<file path="config.mk">
export PLATFORM = sky130hd
export DESIGN_NAME = lcs_lockstep_compare_unit
export DESIGN_NICKNAME = d
export VERILOG_FILES = /design/src/design/lcs_pkg.sv /design/src/design/lcs_lockstep_compare_unit.sv
export VERILOG_INCLUDE_DIRS = /design/src /design/src/design
export SDC_FILE = /design/constraint.sdc
export NUM_CORES = 1
export LEC_CHECK = 0
export ABC_CLOCK_PERIOD_IN_PS = 1600
export BUFFER_PORTS_ARGS = -buffer_cell sky130_fd_sc_hd__buf_2
export CORE_AREA = 10 10 79 81
export DETAILED_ROUTE_END_ITERATION = 6
export DIE_AREA = 0 0 89 91
export PLACE_DENSITY_LB_ADDON = 0.05
export REMOVE_ABC_BUFFERS = 1
export SLEW_MARGIN = 20
export SYNTH_ARGS = -nofsm -noshare
export SYNTH_HDL_FRONTEND = slang
export SYNTH_SLANG_ARGS = --single-unit
</file>
<file path="constraint.sdc">
create_clock -name sys_clk -period 1.6 [get_ports sys_clk]
set_input_delay 0.08 -clock sys_clk [delete_from_list [all_inputs] [get_ports sys_clk]]
set_output_delay 0.08 -clock sys_clk [all_outputs]
set_load 0.1 [all_outputs]
</file>
<file path="src/design/lcs_consts.svh">
// Constants for the lockstep compare unit
`ifndef LCS_CONSTS_SVH
`define LCS_CONSTS_SVH
`define LCS_DW 8
`define LCS_CW 16
`define LCS_NBYTE 2
`define LCS_EN_BIT 0
`define LCS_INV_BIT 0
`define LCS_IDLE_PRIM 8'h00
`define LCS_IDLE_RED 8'h01
`define LCS_PAT 8'h5a
`define LCS_CTRL_RST 16'h0001
`define LCS_PAR_RST 2'h1
`endif

</file>
<file path="src/design/lcs_pkg.sv">
// Types for the lockstep compare unit
package lcs_pkg;
   typedef enum logic [2:0] {ST_IDLE, ST_A_MATCH, ST_A_MISM, ST_B_MATCH, ST_B_MISM} lcs_state_t;
endpackage

</file>
<file path="src/design/lcs_lockstep_compare_unit.sv">
// Lockstep compare unit with comparator self-test, error forcing and register parity
`timescale 1ns/100ps
`include "lcs_consts.svh"

module lcs_lockstep_compare_unit
   import lcs_pkg::*;
(
   input wire logic sys_clk,
   input wire logic sys_rst,
   input wire logic [`LCS_DW-1:0] primaryOut,
   input wire logic [`LCS_DW-1:0] redundantOut,
   input wire logic debugConnected,
   input wire logic cfgWrite,
   input wire logic [`LCS_CW-1:0] cfgWrData,
   input wire logic forceErrA,
   input wire logic forceErrB,
   input wire logic selfTestStart,
   input wire logic statusClear,
   input wire logic parityInjectEn,
   input wire logic [`LCS_NBYTE-1:0] parityInjectByte,
   output logic [`LCS_CW-1:0] ctrlReg,
   output logic compareError,
   output logic compareFailFlag,
   output logic parityError,
   output logic registerParityErrorFlag,
   output logic nmiRequest,
   output logic selfTestBusy,
   output logic selfTestDone,
   output logic selfTestPass
);

   // Returns high when the two inputs differ
   function automatic logic mismatch(input logic [`LCS_DW-1:0] a, input logic [`LCS_DW-1:0] b);
      mismatch = (a != b);
   endfunction

   // Even parity per byte of the control register
   function automatic logic [`LCS_NBYTE-1:0] byteParity(input logic [`LCS_CW-1:0] d);
      logic [`LCS_NBYTE-1:0] p;
      p = '0;
      for (int i = 0; i < `LCS_NBYTE; i++)
      begin
         p[i] = ^d[i*8 +: 8];
      end
      byteParity = p;
   endfunction

   lcs_state_t state;
   logic [`LCS_NBYTE-1:0] parityBits;
   logic [1:0] forceActive;
   logic [1:0] forcePrev;
   logic stFail;
   logic compareEnable;
   logic [`LCS_DW-1:0] stPrim;
   logic [`LCS_DW-1:0] stRed;
   logic [1:0] underTest;
   logic [`LCS_DW-1:0] cmpPrim [2];
   logic [`LCS_DW-1:0] cmpRed [2];
   logic [1:0] cmpMism;
   logic next_compareError;

   // Debugger presence overrides the software enable
   assign compareEnable = ctrlReg[`LCS_EN_BIT] & ~debugConnected;

   // Self-test pattern source; idle pair lets a stuck select be seen
   always_comb
   begin
      stPrim = `LCS_IDLE_PRIM;
      stRed = `LCS_IDLE_RED;
      underTest = 2'b00;
      unique case (state)
         ST_IDLE:
         begin
            stPrim = `LCS_IDLE_PRIM;
         end
         ST_A_MATCH, ST_B_MATCH:
         begin
            stPrim = `LCS_PAT;
            stRed = `LCS_PAT;
         end
         ST_A_MISM, ST_B_MISM:
         begin
            stPrim = `LCS_PAT;
            stRed = ~`LCS_PAT;
         end
      endcase
      underTest[0] = (state == ST_A_MATCH) || (state == ST_A_MISM);
      underTest[1] = (state == ST_B_MATCH) || (state == ST_B_MISM);
   end

   // Input select and compare for both comparator copies
   always_comb
   begin
      for (int i = 0; i < 2; i++)
      begin
         cmpPrim[i] = underTest[i] ? stPrim : primaryOut;
         cmpRed[i] = underTest[i] ? stRed : redundantOut;
         cmpPrim[i][`LCS_INV_BIT] = cmpPrim[i][`LCS_INV_BIT] ^ forceActive[i];
         cmpMism[i] = mismatch(cmpPrim[i], cmpRed[i]);
      end
   end

   // The copy under test is masked; the other still guards the pair
   assign next_compareError = compareEnable & |(cmpMism & ~underTest);

   // Force edge detect: a held request still forces only one cycle
   always_ff @(posedge sys_clk or posedge sys_rst)
   begin
      if (sys_rst)
      begin
         forcePrev <= 2'b00;
         forceActive <= 2'b00;
      end
      else
      begin
         forcePrev <= {forceErrB, forceErrA};
         forceActive <= {forceErrB, forceErrA} & ~forcePrev & {2{compareEnable}};
      end
   end

   // Compare error and sticky fail flag; a new failure beats a clear
   always_ff @(posedge sys_clk or posedge sys_rst)
   begin
      if (sys_rst)
      begin
         compareError <= 1'b0;
         compareFailFlag <= 1'b0;
      end
      else
      begin
         compareError <= next_compareError;
         if (next_compareError)
         begin
            compareFailFlag <= 1'b1;
         end
         else if (statusClear)
         begin
            compareFailFlag <= 1'b0;
         end
      end
   end

   // Comparator self-test sequencer, one cycle per test step
   always_ff @(posedge sys_clk or posedge sys_rst)
   begin
      if (sys_rst)
      begin
         state <= ST_IDLE;
         selfTestBusy <= 1'b0;
         selfTestDone <= 1'b0;
         selfTestPass <= 1'b0;
         stFail <= 1'b0;
      end
      else
      begin
         unique case (state)
            ST_IDLE:
            begin
               if (selfTestStart)
               begin
                  state <= ST_A_MATCH;
                  selfTestBusy <= 1'b1;
                  selfTestDone <= 1'b0;
                  selfTestPass <= 1'b0;
                  stFail <= 1'b0;
               end
            end
            ST_A_MATCH:
            begin
               stFail <= stFail | cmpMism[0];
               state <= ST_A_MISM;
            end
            ST_A_MISM:
            begin
               stFail <= stFail | ~cmpMism[0];
               state <= ST_B_MATCH;
            end
            ST_B_MATCH:
            begin
               stFail <= stFail | cmpMism[1];
               state <= ST_B_MISM;
            end
            ST_B_MISM:
            begin
               state <= ST_IDLE;
               selfTestBusy <= 1'b0;
               selfTestDone <= 1'b1;
               selfTestPass <= ~(stFail | ~cmpMism[1]);
               stFail <= stFail | ~cmpMism[1];
            end
         endcase
      end
   end

   // Monitored control register with parity refreshed on each write
   always_ff @(posedge sys_clk or posedge sys_rst)
   begin
      if (sys_rst)
      begin
         ctrlReg <= `LCS_CTRL_RST;
         parityBits <= `LCS_PAR_RST;
      end
      else if (cfgWrite)
      begin
         ctrlReg <= cfgWrData;
         parityBits <= byteParity(cfgWrData);
      end
   end

   // Continuous parity check; injection inverts the expected bit of chosen bytes while enabled, the stored bits stay as written
   always_ff @(posedge sys_clk or posedge sys_rst)
   begin
      if (sys_rst)
      begin
         parityError <= 1'b0;
         registerParityErrorFlag <= 1'b0;
      end
      else
      begin
         parityError <= |(byteParity(ctrlReg) ^ parityBits ^
                          (parityInjectByte & {`LCS_NBYTE{parityInjectEn}}));
         if (parityError)
         begin
            registerParityErrorFlag <= 1'b1;
         end
         else if (statusClear)
         begin
            registerParityErrorFlag <= 1'b0;
         end
      end
   end

   // NMI toward the aggregator from any latched fault
   always_ff @(posedge sys_clk or posedge sys_rst)
   begin
      if (sys_rst)
      begin
         nmiRequest <= 1'b0;
      end
      else
      begin
         nmiRequest <= compareFailFlag | registerParityErrorFlag | (selfTestDone & stFail);
      end
   end

   property p_force_one;
      @(posedge sys_clk) disable iff (sys_rst) forceActive[0] |=> !forceActive[0];
   endproperty
   a_force_one: assert property (p_force_one) else $error("forcing lasted more than one cycle");

   property p_force_err;
      @(posedge sys_clk) disable iff (sys_rst)
         (forceActive[1] && compareEnable && !underTest[1] && primaryOut == redundantOut) |=> compareError;
   endproperty
   a_force_err: assert property (p_force_err) else $error("forced mismatch gave no compare error");

   property p_debug_off;
      @(posedge sys_clk) disable iff (sys_rst) debugConnected |=> !compareError;
   endproperty
   a_debug_off: assert property (p_debug_off) else $error("compare error while debugger connected");

   property p_fail_nmi;
      @(posedge sys_clk) disable iff (sys_rst) compareError |-> compareFailFlag ##1 nmiRequest;
   endproperty
   a_fail_nmi: assert property (p_fail_nmi) else $error("compare error not flagged or no NMI");

   property p_write_parity;
      @(posedge sys_clk) disable iff (sys_rst)
         (cfgWrite && !parityInjectEn) ##1 (!cfgWrite && !parityInjectEn) |=> !parityError;
   endproperty
   a_write_parity: assert property (p_write_parity) else $error("parity error after clean write");

   property p_inject;
      @(posedge sys_clk) disable iff (sys_rst)
         (parityInjectEn && parityInjectByte != '0) |=> parityError ##1 registerParityErrorFlag ##1 nmiRequest;
   endproperty
   a_inject: assert property (p_inject) else $error("parity injection not reported");

   property p_selftest_len;
      @(posedge sys_clk) disable iff (sys_rst)
         (selfTestStart && state == ST_IDLE) |=> selfTestBusy[*4] ##1 (selfTestDone && !selfTestBusy);
   endproperty
   a_selftest_len: assert property (p_selftest_len) else $error("self-test sequence length wrong");

   property p_st_fail_nmi;
      @(posedge sys_clk) disable iff (sys_rst) (selfTestDone && !selfTestPass) |=> nmiRequest;
   endproperty
   a_st_fail_nmi: assert property (p_st_fail_nmi) else $error("self-test failure without NMI");

   property p_idle_pair;
      @(posedge sys_clk) disable iff (sys_rst)
         (state == ST_IDLE) |-> (stPrim == `LCS_IDLE_PRIM && stRed == `LCS_IDLE_RED && underTest == 2'b00);
   endproperty
   a_idle_pair: assert property (p_idle_pair) else $error("idle test source not {0,1}");

endmodule // lcs_lockstep_compare_unit

</file>
==> results.cfg, run 1 <==
[clock_tree]
cts_tree = done
clk_path_buf_depth = 2
cts_max_level = 2
root_buffer = clkbuf_8
numCtsBuffers = 5
post_cts_buffers = 0
clk_latency_ns = 0.28
path_clk_slew_ns = 0.07
clkSinkCount = 34

[global_routing]
grt_start_max_net_pins = 35
track_usage_pct = 11.7
grt_pass1_vias = 1603
antenna_found_initial = 0
overflow = 0
grt_pass1_wl_um = 7520

[placed_design]
dp_cells = 280
dp_slack_ns = 0.0303
io_buffers = 66
finalWeightedCongestion = 0.769
hpwl_um = 3550

[timing]
fmax_mhz = 688
slew_viol_final = 0
timing.final.ws_setup_ns = 0.147
fin_tns_setup_ns = 0
post-route-period-util_pct = 90.8
skew_ns = 0.00622
min_period_ns = 1.45
max_slew_margin_pct = 67.4
worst_pin_slew_ns = 0.492
whs_ns = 0.0457
finalHoldViolations = 0
setup_viol = 0
rsz0062_at_grt = false

[routing]
route.detailed.drc = 0
num_vias = 1401
avgViaCountPerCell = 4.81
post_drt_wl_per_cell_um = 15.3
totalWireLength_um = 4460
first_pass_iters = 5
drt_iter0_drc = 63
antenna_violating_nets_post_route = 0

[floorplan]
die_area_um2 = 8100
io_pins = 67
row_count = 25
die_w_um = 89
core_region_area_um2 = 4660
initial_core_util_pct = 38.7
die_y_um = 91

[final_layout]
fillCellCount = 447
drive_above_1_share_pct = 43.5
fin_cells = 291
regArea_um2 = 855
multi_input_area_um2 = 901
syn_to_final_growth_pct = 30.1
antennaDiodeCount = 0
nets = 279

[setup_path]
end_kind = register
path_max_fanout = 12
crit_path_start_kind = register
crit_type = reg -> reg
r2r_slack_ns = 0.15
cp.arrival_ns = 1.63
worstRegToRegCells = 5
critical_path_required_ns = 1.78

[min_path]
hp-class = in -> reg
holdPathStages = 2

[yosys]
syn_area_per_cell_um2 = 11.3
yosys-top-cells-area = dfrtp_1 (44%), xnor2_1 (16%), mux2_2 (10%)
synth_warnings = 0
ys_seq_area_share_pct = 47.3
syn-instance-count = 160
synth_top_area_share_pct = 44.4
synth_top_area_cell = dfrtp_1
syn-cell-area_um2 = 1800
ys_ff_latch = 34
synthDistinctLibCells = 34

[pwr]
p_total_mw = 4.09
p_leak_nw = 1.06
ir_drop_mv = 0.693
pwr_density_cell_nw_per_um2 = 1740

[status]
status = finished, final reports clean

[flow_run]
drv_cap = 0
[final timing paths]
check	from	endpoint
setup / recovery	state[1]	stFail
hold / removal	statusClear	compareFailFlag
setup reg to reg	state[1]	stFail
hold reg to reg	forcePrev[1]	forceActive[1]
max in group asynchronous	sys_rst	ctrlReg[0]
min in group asynchronous	sys_rst	ctrlReg[14]
[flip-flops by register name, summed over array words and instances (netlist names), 2 cells and up]
signal,count
ctrlReg,16
state,3
forceActive,2
forcePrev,2
parityBits,2
[per-stage QoR]
stage / utilization (%) / area (um^2)
2_1_floorplan: - / 1780
3_3_place_gp: 47.3 / 2200
3_5_place_dp: 47.3 / 2200
4_1_cts: 50.3 / 2340
5_1_grt: 50.3 / 2350
6_report: 50.3 / 2350
[final cells by class]
class                      instances  area share, %
multi-input combinational        116           38.4
tap                               54           2.88
timing repair buffer              73           16.6
inverter                           6          0.960
clock buffer                       8           4.69
sequential                        34           36.4
[synth_stat cells]
| library cell | n |
|---|---|
| nand4bb_1 | 1 |
| inv_2 | 2 |
| nor4_1 | 1 |
| mux2_2 | 16 |
| a32oi_2 | 1 |
| nor2_2 | 1 |
| xnor2_1 | 33 |
| clkbuf_1 | 2 |
| buf_6 | 1 |
| or2_1 | 1 |
| nor3b_1 | 3 |
| a32oi_1 | 1 |
| a211o_1 | 1 |
| dfrtp_1 | 32 |
| a21oi_1 | 8 |
| a2bb2oi_2 | 1 |
| o41ai_2 | 1 |
| inv_1 | 4 |
| nand4_1 | 1 |
| a21o_1 | 1 |
| a31oi_1 | 2 |
| nand2_1 | 12 |
| buf_4 | 1 |
| o21ai_0 | 4 |
| nand3_1 | 2 |
| xor2_1 | 10 |
| a22o_1 | 2 |
| nand2b_1 | 2 |
| o2111ai_1 | 1 |
| dfstp_2 | 2 |
| a211oi_1 | 1 |
| nor2_1 | 7 |
| nor3_1 | 1 |
| o21a_1 | 1 |
[critical path, cell delays in order, from the launching register on]
cell and delay (ns):
dfrtp_2 0.50, nand4bb_1 0.15, a31oi_1 0.24, a2bb2oi_2 0.19, a21oi_1 0.07, o41ai_2 0.20
[placed cells by master (no fill, tap or decap), types with 2 or more instances in the layout]
cell type	instances
buf_2	66
xnor2_1	33
inv_1	4
nor3b_1	3
nand3_1	2
nand2_1	12
a31oi_1	2
mux2_2	16
clkbuf_8	8
dfrtp_1	31
o21ai_0	4
buf_4	4
a22o_1	2
a21oi_1	8
xor2_1	10
nor2_1	7
inv_2	2
dfstp_2	2
nand2b_1	2
dlygate4sd3_1	3
[power breakdown]
part           leakage, nW  switching (mW)  internal [mW]
logic                0.605            1.46          0.631
clock network       0.0575           0.301          0.435
registers            0.395           0.194           1.07
[logic make-up (layout without fill, tap and decap cells)]
logic type	Yosys count	in the layout	share of synthesized area, %
muxes	16	16	9.99
AOI/OAI and AO/OA	25	25	10.3
DFF	34	34	47.3
and+or+nand+nor	32	32	8.74
buffers and inverters	10	87	2.71
xor gates and xnor gates	43	43	20.9
[metal layers]
layer / vias up / global-route usage [%] / share of wire, %
li1: 697 / - / -
met1: 649 / 12.6 / 40
met2: 46 / 19.9 / 53
met3: 9 / 3.84 / 5.8
met4: 0 / 5.31 / 1.9
met5: - / 0 / 0
[repair_timing]
| action | in CTS | in global routing |
|---|---|---|
| endpoints found under the hold margin | 34 | 0 |
| endpoints found under the setup margin | 0 | 2 |
| gates resized for setup | 0 | 1 |
| hold buffers | 3 | 0 |
Power figures use the tool's default switching activity.
==> inputs of run 2 (changes only) <==
==> constraint.sdc (replaced) <==
create_clock -name sys_clk -period 1.6 [get_ports sys_clk]
set_input_delay 0.16 -clock sys_clk [delete_from_list [all_inputs] [get_ports sys_clk]]
set_output_delay 0.16 -clock sys_clk [all_outputs]
set_load 0.1 [all_outputs]
==> run 2 against run 1 <==
Net effect: wire length is 0.90% lower; sequential share of layout area is 0.14 points higher; combinational power is 2% higher; sequential cell count stayed put; utilization is 0.27 points lower; sequential power hardly changed; worst setup slack worse by 0.022 ns; largest cell class unchanged; critical endpoint unchanged; clock power is 12% lower; worst hold slack better by 0.071 ns; cell area is 0.53% lower.
==> results.cfg, run 2 (synthesis results as in run 1) <==
[timing]
skew_ns = 0.00911
timing.final.ws_setup_ns = 0.125
rsz0062_at_grt = false
slew_viol_final = 0
fmax_mhz = 678
max_slew_margin_pct = 67.1
min_period_ns = 1.47
whs_ns = 0.116
worst_pin_slew_ns = 0.497
finalHoldViolations = 0
post-route-period-util_pct = 92.2
setup_viol = 0

[pwr]
p_total_mw = 4.01
pwr_density_cell_nw_per_um2 = 1720
ir_drop_mv = 0.687
p_leak_nw = 1.05

[final_layout]
top_register = ctrlReg
fillCellCount = 443
largest_reg_flops = 16
drive_above_1_share_pct = 42.9
nets = 280
fin_cells = 292
antennaDiodeCount = 0
final_util_pct = 50.1
final_cell_mix = buf_2 (66), xnor2_1 (33), dfrtp_1 (32)
regArea_um2 = 853
multi_input_area_um2 = 901
final_common_cell = buf_2
top_regs = ctrlReg (16), state (3)
syn_to_final_growth_pct = 29.4

[floorplan]
die_w_um = 89
die_y_um = 91
die_area_um2 = 8100
core_region_area_um2 = 4660
row_count = 25
io_pins = 67
initial_core_util_pct = 38.7

[global_routing]
grt_pass1_vias = 1527
grt_start_max_net_pins = 35
antenna_found_initial = 0
track_usage_pct = 11.3
overflow = 0
grt_pass1_wl_um = 7170

[clock_tree]
cts_tree = done
ctsResizeCount = 0
clk_latency_ns = 0.28
clk_path_buf_depth = 2
clkSinkCount = 34
post_cts_buffers = 0
path_clk_slew_ns = 0.07
cts_max_level = 2
numCtsBuffers = 5
root_buffer = clkbuf_8
postCtsHoldBufs = 3

[routing]
drt_iter0_drc = 22
post_drt_wl_per_cell_um = 15.1
num_vias = 1394
avgViaCountPerCell = 4.77
totalWireLength_um = 4420
antenna_violating_nets_post_route = 0
met1_length_um = 1800
met2_length_um = 2280
wl_met3_um = 267
first_pass_iters = 4
highest-signal-layer = met4
route.detailed.drc = 0

[placed_design]
dp_slack_ns = 0.201
hpwl_um = 3540
dp_cells = 281
io_buffers = 66
finalWeightedCongestion = 0.829

[status]
status = finished, final reports clean

[setup_path]
crit_path_start_kind = register
slowest_stage = dfrtp_1
worst_path_largest_cell_delay_ns = 0.42
crit_type = reg -> reg
end_kind = register
critical_path_required_ns = 1.78
cp.arrival_ns = 1.66
critical_path_buf_inv_count = 0
path_delay_family = compound AO/OA/AOI/OAI gates
worstPathCellList = nand4bb_1, a31oi_1, a2bb2oi_2, a21oi_1, o41ai_2
path_max_fanout = 5

[flow_run]
drv_cap = 0

[min_path]
hp-class = in -> reg
[run 2: through the flow]
stage          area (um^2)  setup TNS, ns
5_1_grt               2330              0
4_1_cts               2330              0
6_report              2330              0
2_1_floorplan         1780         -0.171
3_5_place_dp          2210              0
3_3_place_gp          2210              0
[run 2: path summary, 6_finish.rpt]
kind | startpoint | to | slack, ns | depth (start not counted)
max | forceActive[0] | stFail | 0.13 | 5
min | statusClear | compareFailFlag | 0.12 | 2
max reg2reg | forceActive[0] | stFail | 0.13 | 5
min reg2reg | forcePrev[1] | forceActive[1] | 0.40 | 1
max in group asynchronous | sys_rst | parityBits[0] | 0.75 | 4
min in group asynchronous | sys_rst | forcePrev[0] | 0.51 | 4
[run 2: area by class of cell]
| cell class | count | share of cell area, % |
|---|---|---|
| clock buffers | 7 | 3.70 |
| clock inverters | 1 | 0.214 |
| inverters | 6 | 0.965 |
| multi-input cells | 116 | 38.6 |
| flip-flops and latches | 34 | 36.6 |
| well taps | 54 | 2.90 |
| repair buffers | 74 | 17.1 |
[run 2: power breakdown]
part	internal, mW	switching (mW)	leakage [nW]
Clock	0.347	0.300	0.0482
Sequential	1.06	0.172	0.396
Combinational	0.646	1.48	0.610
Total	2.06	1.95	1.05
[run 2: routing by layer]
metal | track usage (%) | vias up
li1 | - | 698
met1 | 12.2 | 648
met2 | 18.9 | 39
met3 | 4.47 | 9
met4 | 5.04 | 0
met5 | 0 | -
==> inputs of run 3 (changes only) <==
--- a/config.mk
+++ b/config.mk
@@ -11,7 +11,7 @@
 export CORE_AREA = 10 10 79 81
 export DETAILED_ROUTE_END_ITERATION = 6
 export DIE_AREA = 0 0 89 91
-export PLACE_DENSITY_LB_ADDON = 0.05
+export PLACE_DENSITY = 0.69
 export REMOVE_ABC_BUFFERS = 1
 export SLEW_MARGIN = 20
 export SYNTH_ARGS = -nofsm -noshare
==> run 3 against run 2 <==
Net effect: wire length is 2.9% lower; sequential cell count stayed put; sequential share of layout area is 0.18 points higher; clock skew is 0.0037 ns lower; combinational power hardly changed; die area stayed put; sequential power hardly changed; cell area is 0.48% lower.
==> results.cfg, run 3 (synthesis results as in run 1) <==
[setup_path]
critical_path_required_ns = 1.79
worstPathCellList = nand4bb_1, a31oi_1, a2bb2oi_2, a21oi_1, o41ai_2
path_max_fanout = 9
crit_type = reg -> reg
cp.arrival_ns = 1.68
worst_path_largest_cell_delay_ns = 0.55
crit_path_start_kind = register
end_kind = register
slowest_stage = dfrtp_1

[clock_tree]
clk_path_buf_depth = 2
cts_max_level = 2
cts_tree = done
clkSinkCount = 34
numCtsBuffers = 5
root_buffer = clkbuf_8
path_clk_slew_ns = 0.07
clk_latency_ns = 0.28
post_cts_buffers = 0

[final_layout]
final_cell_mix = buf_2 (66), xnor2_1 (33), dfrtp_1 (32)
nets = 280
top_register = ctrlReg
largest_reg_flops = 16
fillCellCount = 430
drive_above_1_share_pct = 42.0
final_common_cell = buf_2
top_regs = ctrlReg (16), state (3)
antennaDiodeCount = 0
syn_to_final_growth_pct = 28.8
final_util_pct = 49.8
fin_area_um2 = 2320

[timing]
rsz0062_at_grt = false
post-route-period-util_pct = 93.5
setup_viol = 0
fmax_mhz = 668
max_slew_margin_pct = 66.9
skew_ns = 0.00536
slew_viol_final = 0
finalHoldViolations = 0
min_period_ns = 1.50
worst_pin_slew_ns = 0.501

[pwr]
pwr_density_cell_nw_per_um2 = 1710
p_leak_nw = 1.05
p_total_mw = 3.96
ir_drop_mv = 0.751

[floorplan]
die_w_um = 89
die_area_um2 = 8100
initial_core_util_pct = 38.7
row_count = 25
io_pins = 67
die_y_um = 91
core_region_area_um2 = 4660

[routing]
antenna_violating_nets_post_route = 0
first_pass_iters = 4
route.detailed.drc = 0
num_vias = 1403
drt_iter0_drc = 21
post_drt_wl_per_cell_um = 14.7
avgViaCountPerCell = 4.80
totalWireLength_um = 4290

[global_routing]
grt_start_max_net_pins = 35
antenna_found_initial = 0
overflow = 0
track_usage_pct = 10.7
grt_pass1_wl_um = 6840
grt_pass1_vias = 1433

[flow_run]
drv_cap = 0

[placed_design]
io_buffers = 66
hpwl_um = 3410
post_dp_cell_area_um2 = 2210
finalWeightedCongestion = 0.775

[status]
status = finished, final reports clean

[min_path]
hp-class = in -> reg
## run 3: changes by cell type in the layout (fill, tap and decap cells not counted)
cell and change:
clkbuf_8 -1, clkinv_2 -1, clkbuf_1 +2
## run 3: final timing paths
| path | from | to | slack, ns | cells after the start |
|---|---|---|---|---|
| max | state[1] | stFail | 0.10 | 5 |
| min | cfgWrData[14] | ctrlReg[14] | 0.13 | 2 |
| max reg2reg | state[1] | stFail | 0.10 | 5 |
| min reg2reg | forcePrev[0] | forceActive[0] | 0.39 | 1 |
| max in group asynchronous | sys_rst | parityBits[0] | 0.75 | 4 |
| min in group asynchronous | sys_rst | nmiRequest | 0.51 | 4 |
## run 3: stage by stage
step / hold WS [ns] / instances / TNS, ns / worst slack (ns)
after global routing: 0.127 / 292 / 0 / 0.0542
after global placement: 0.281 / 281 / 0 / 0.215
after CTS: 0.122 / 292 / 0 / 0.128
final: 0.132 / 292 / 0 / 0.103
after floorplan: 0.191 / 156 / -0.171 / -0.171
after detailed placement: 0.277 / 281 / 0 / 0.169
## run 3: where the power goes
part	switching, mW	leakage [nW]	internal (mW)
combinational	1.46	0.610	0.645
sequential	0.191	0.396	1.06
clock	0.291	0.0395	0.309
## run 3: worst max-delay path: cells and delay by family (launching register included)
family / cells / cell delay [ns]
flip-flops: 1 / 0.55
AO/OA/AOI/OAI: 4 / 0.67
AND/OR/NAND/NOR: 1 / 0.18
## run 3: area by class of cell
type                    count  area (um^2)  share of cell area, %
clock buffers               8         80.1                   3.45
flip-flops and latches     34          853                   36.7
multi-input cells         116          901                   38.8
inverters                   6         22.5                  0.970
repair buffers             74          398                   17.1
well taps                  54         67.6                   2.91
## run 3: metal layers
layer  track usage [%]  part of all wire, %  vias up  routed length [um]
li1                  -                    -      699                   -
met1              12.4                   42      660                1810
met2              17.4                   51       38                2180
met3              4.20                  5.5        6                 236
met4              3.98                  1.5        0                  63
met5                 0                    0        -                   0
## run 3: timing repair
item,4_1_cts,5_1_grt
gates resized for setup,0,0
hold buffers,3,0
endpoints found under the hold margin,34,0
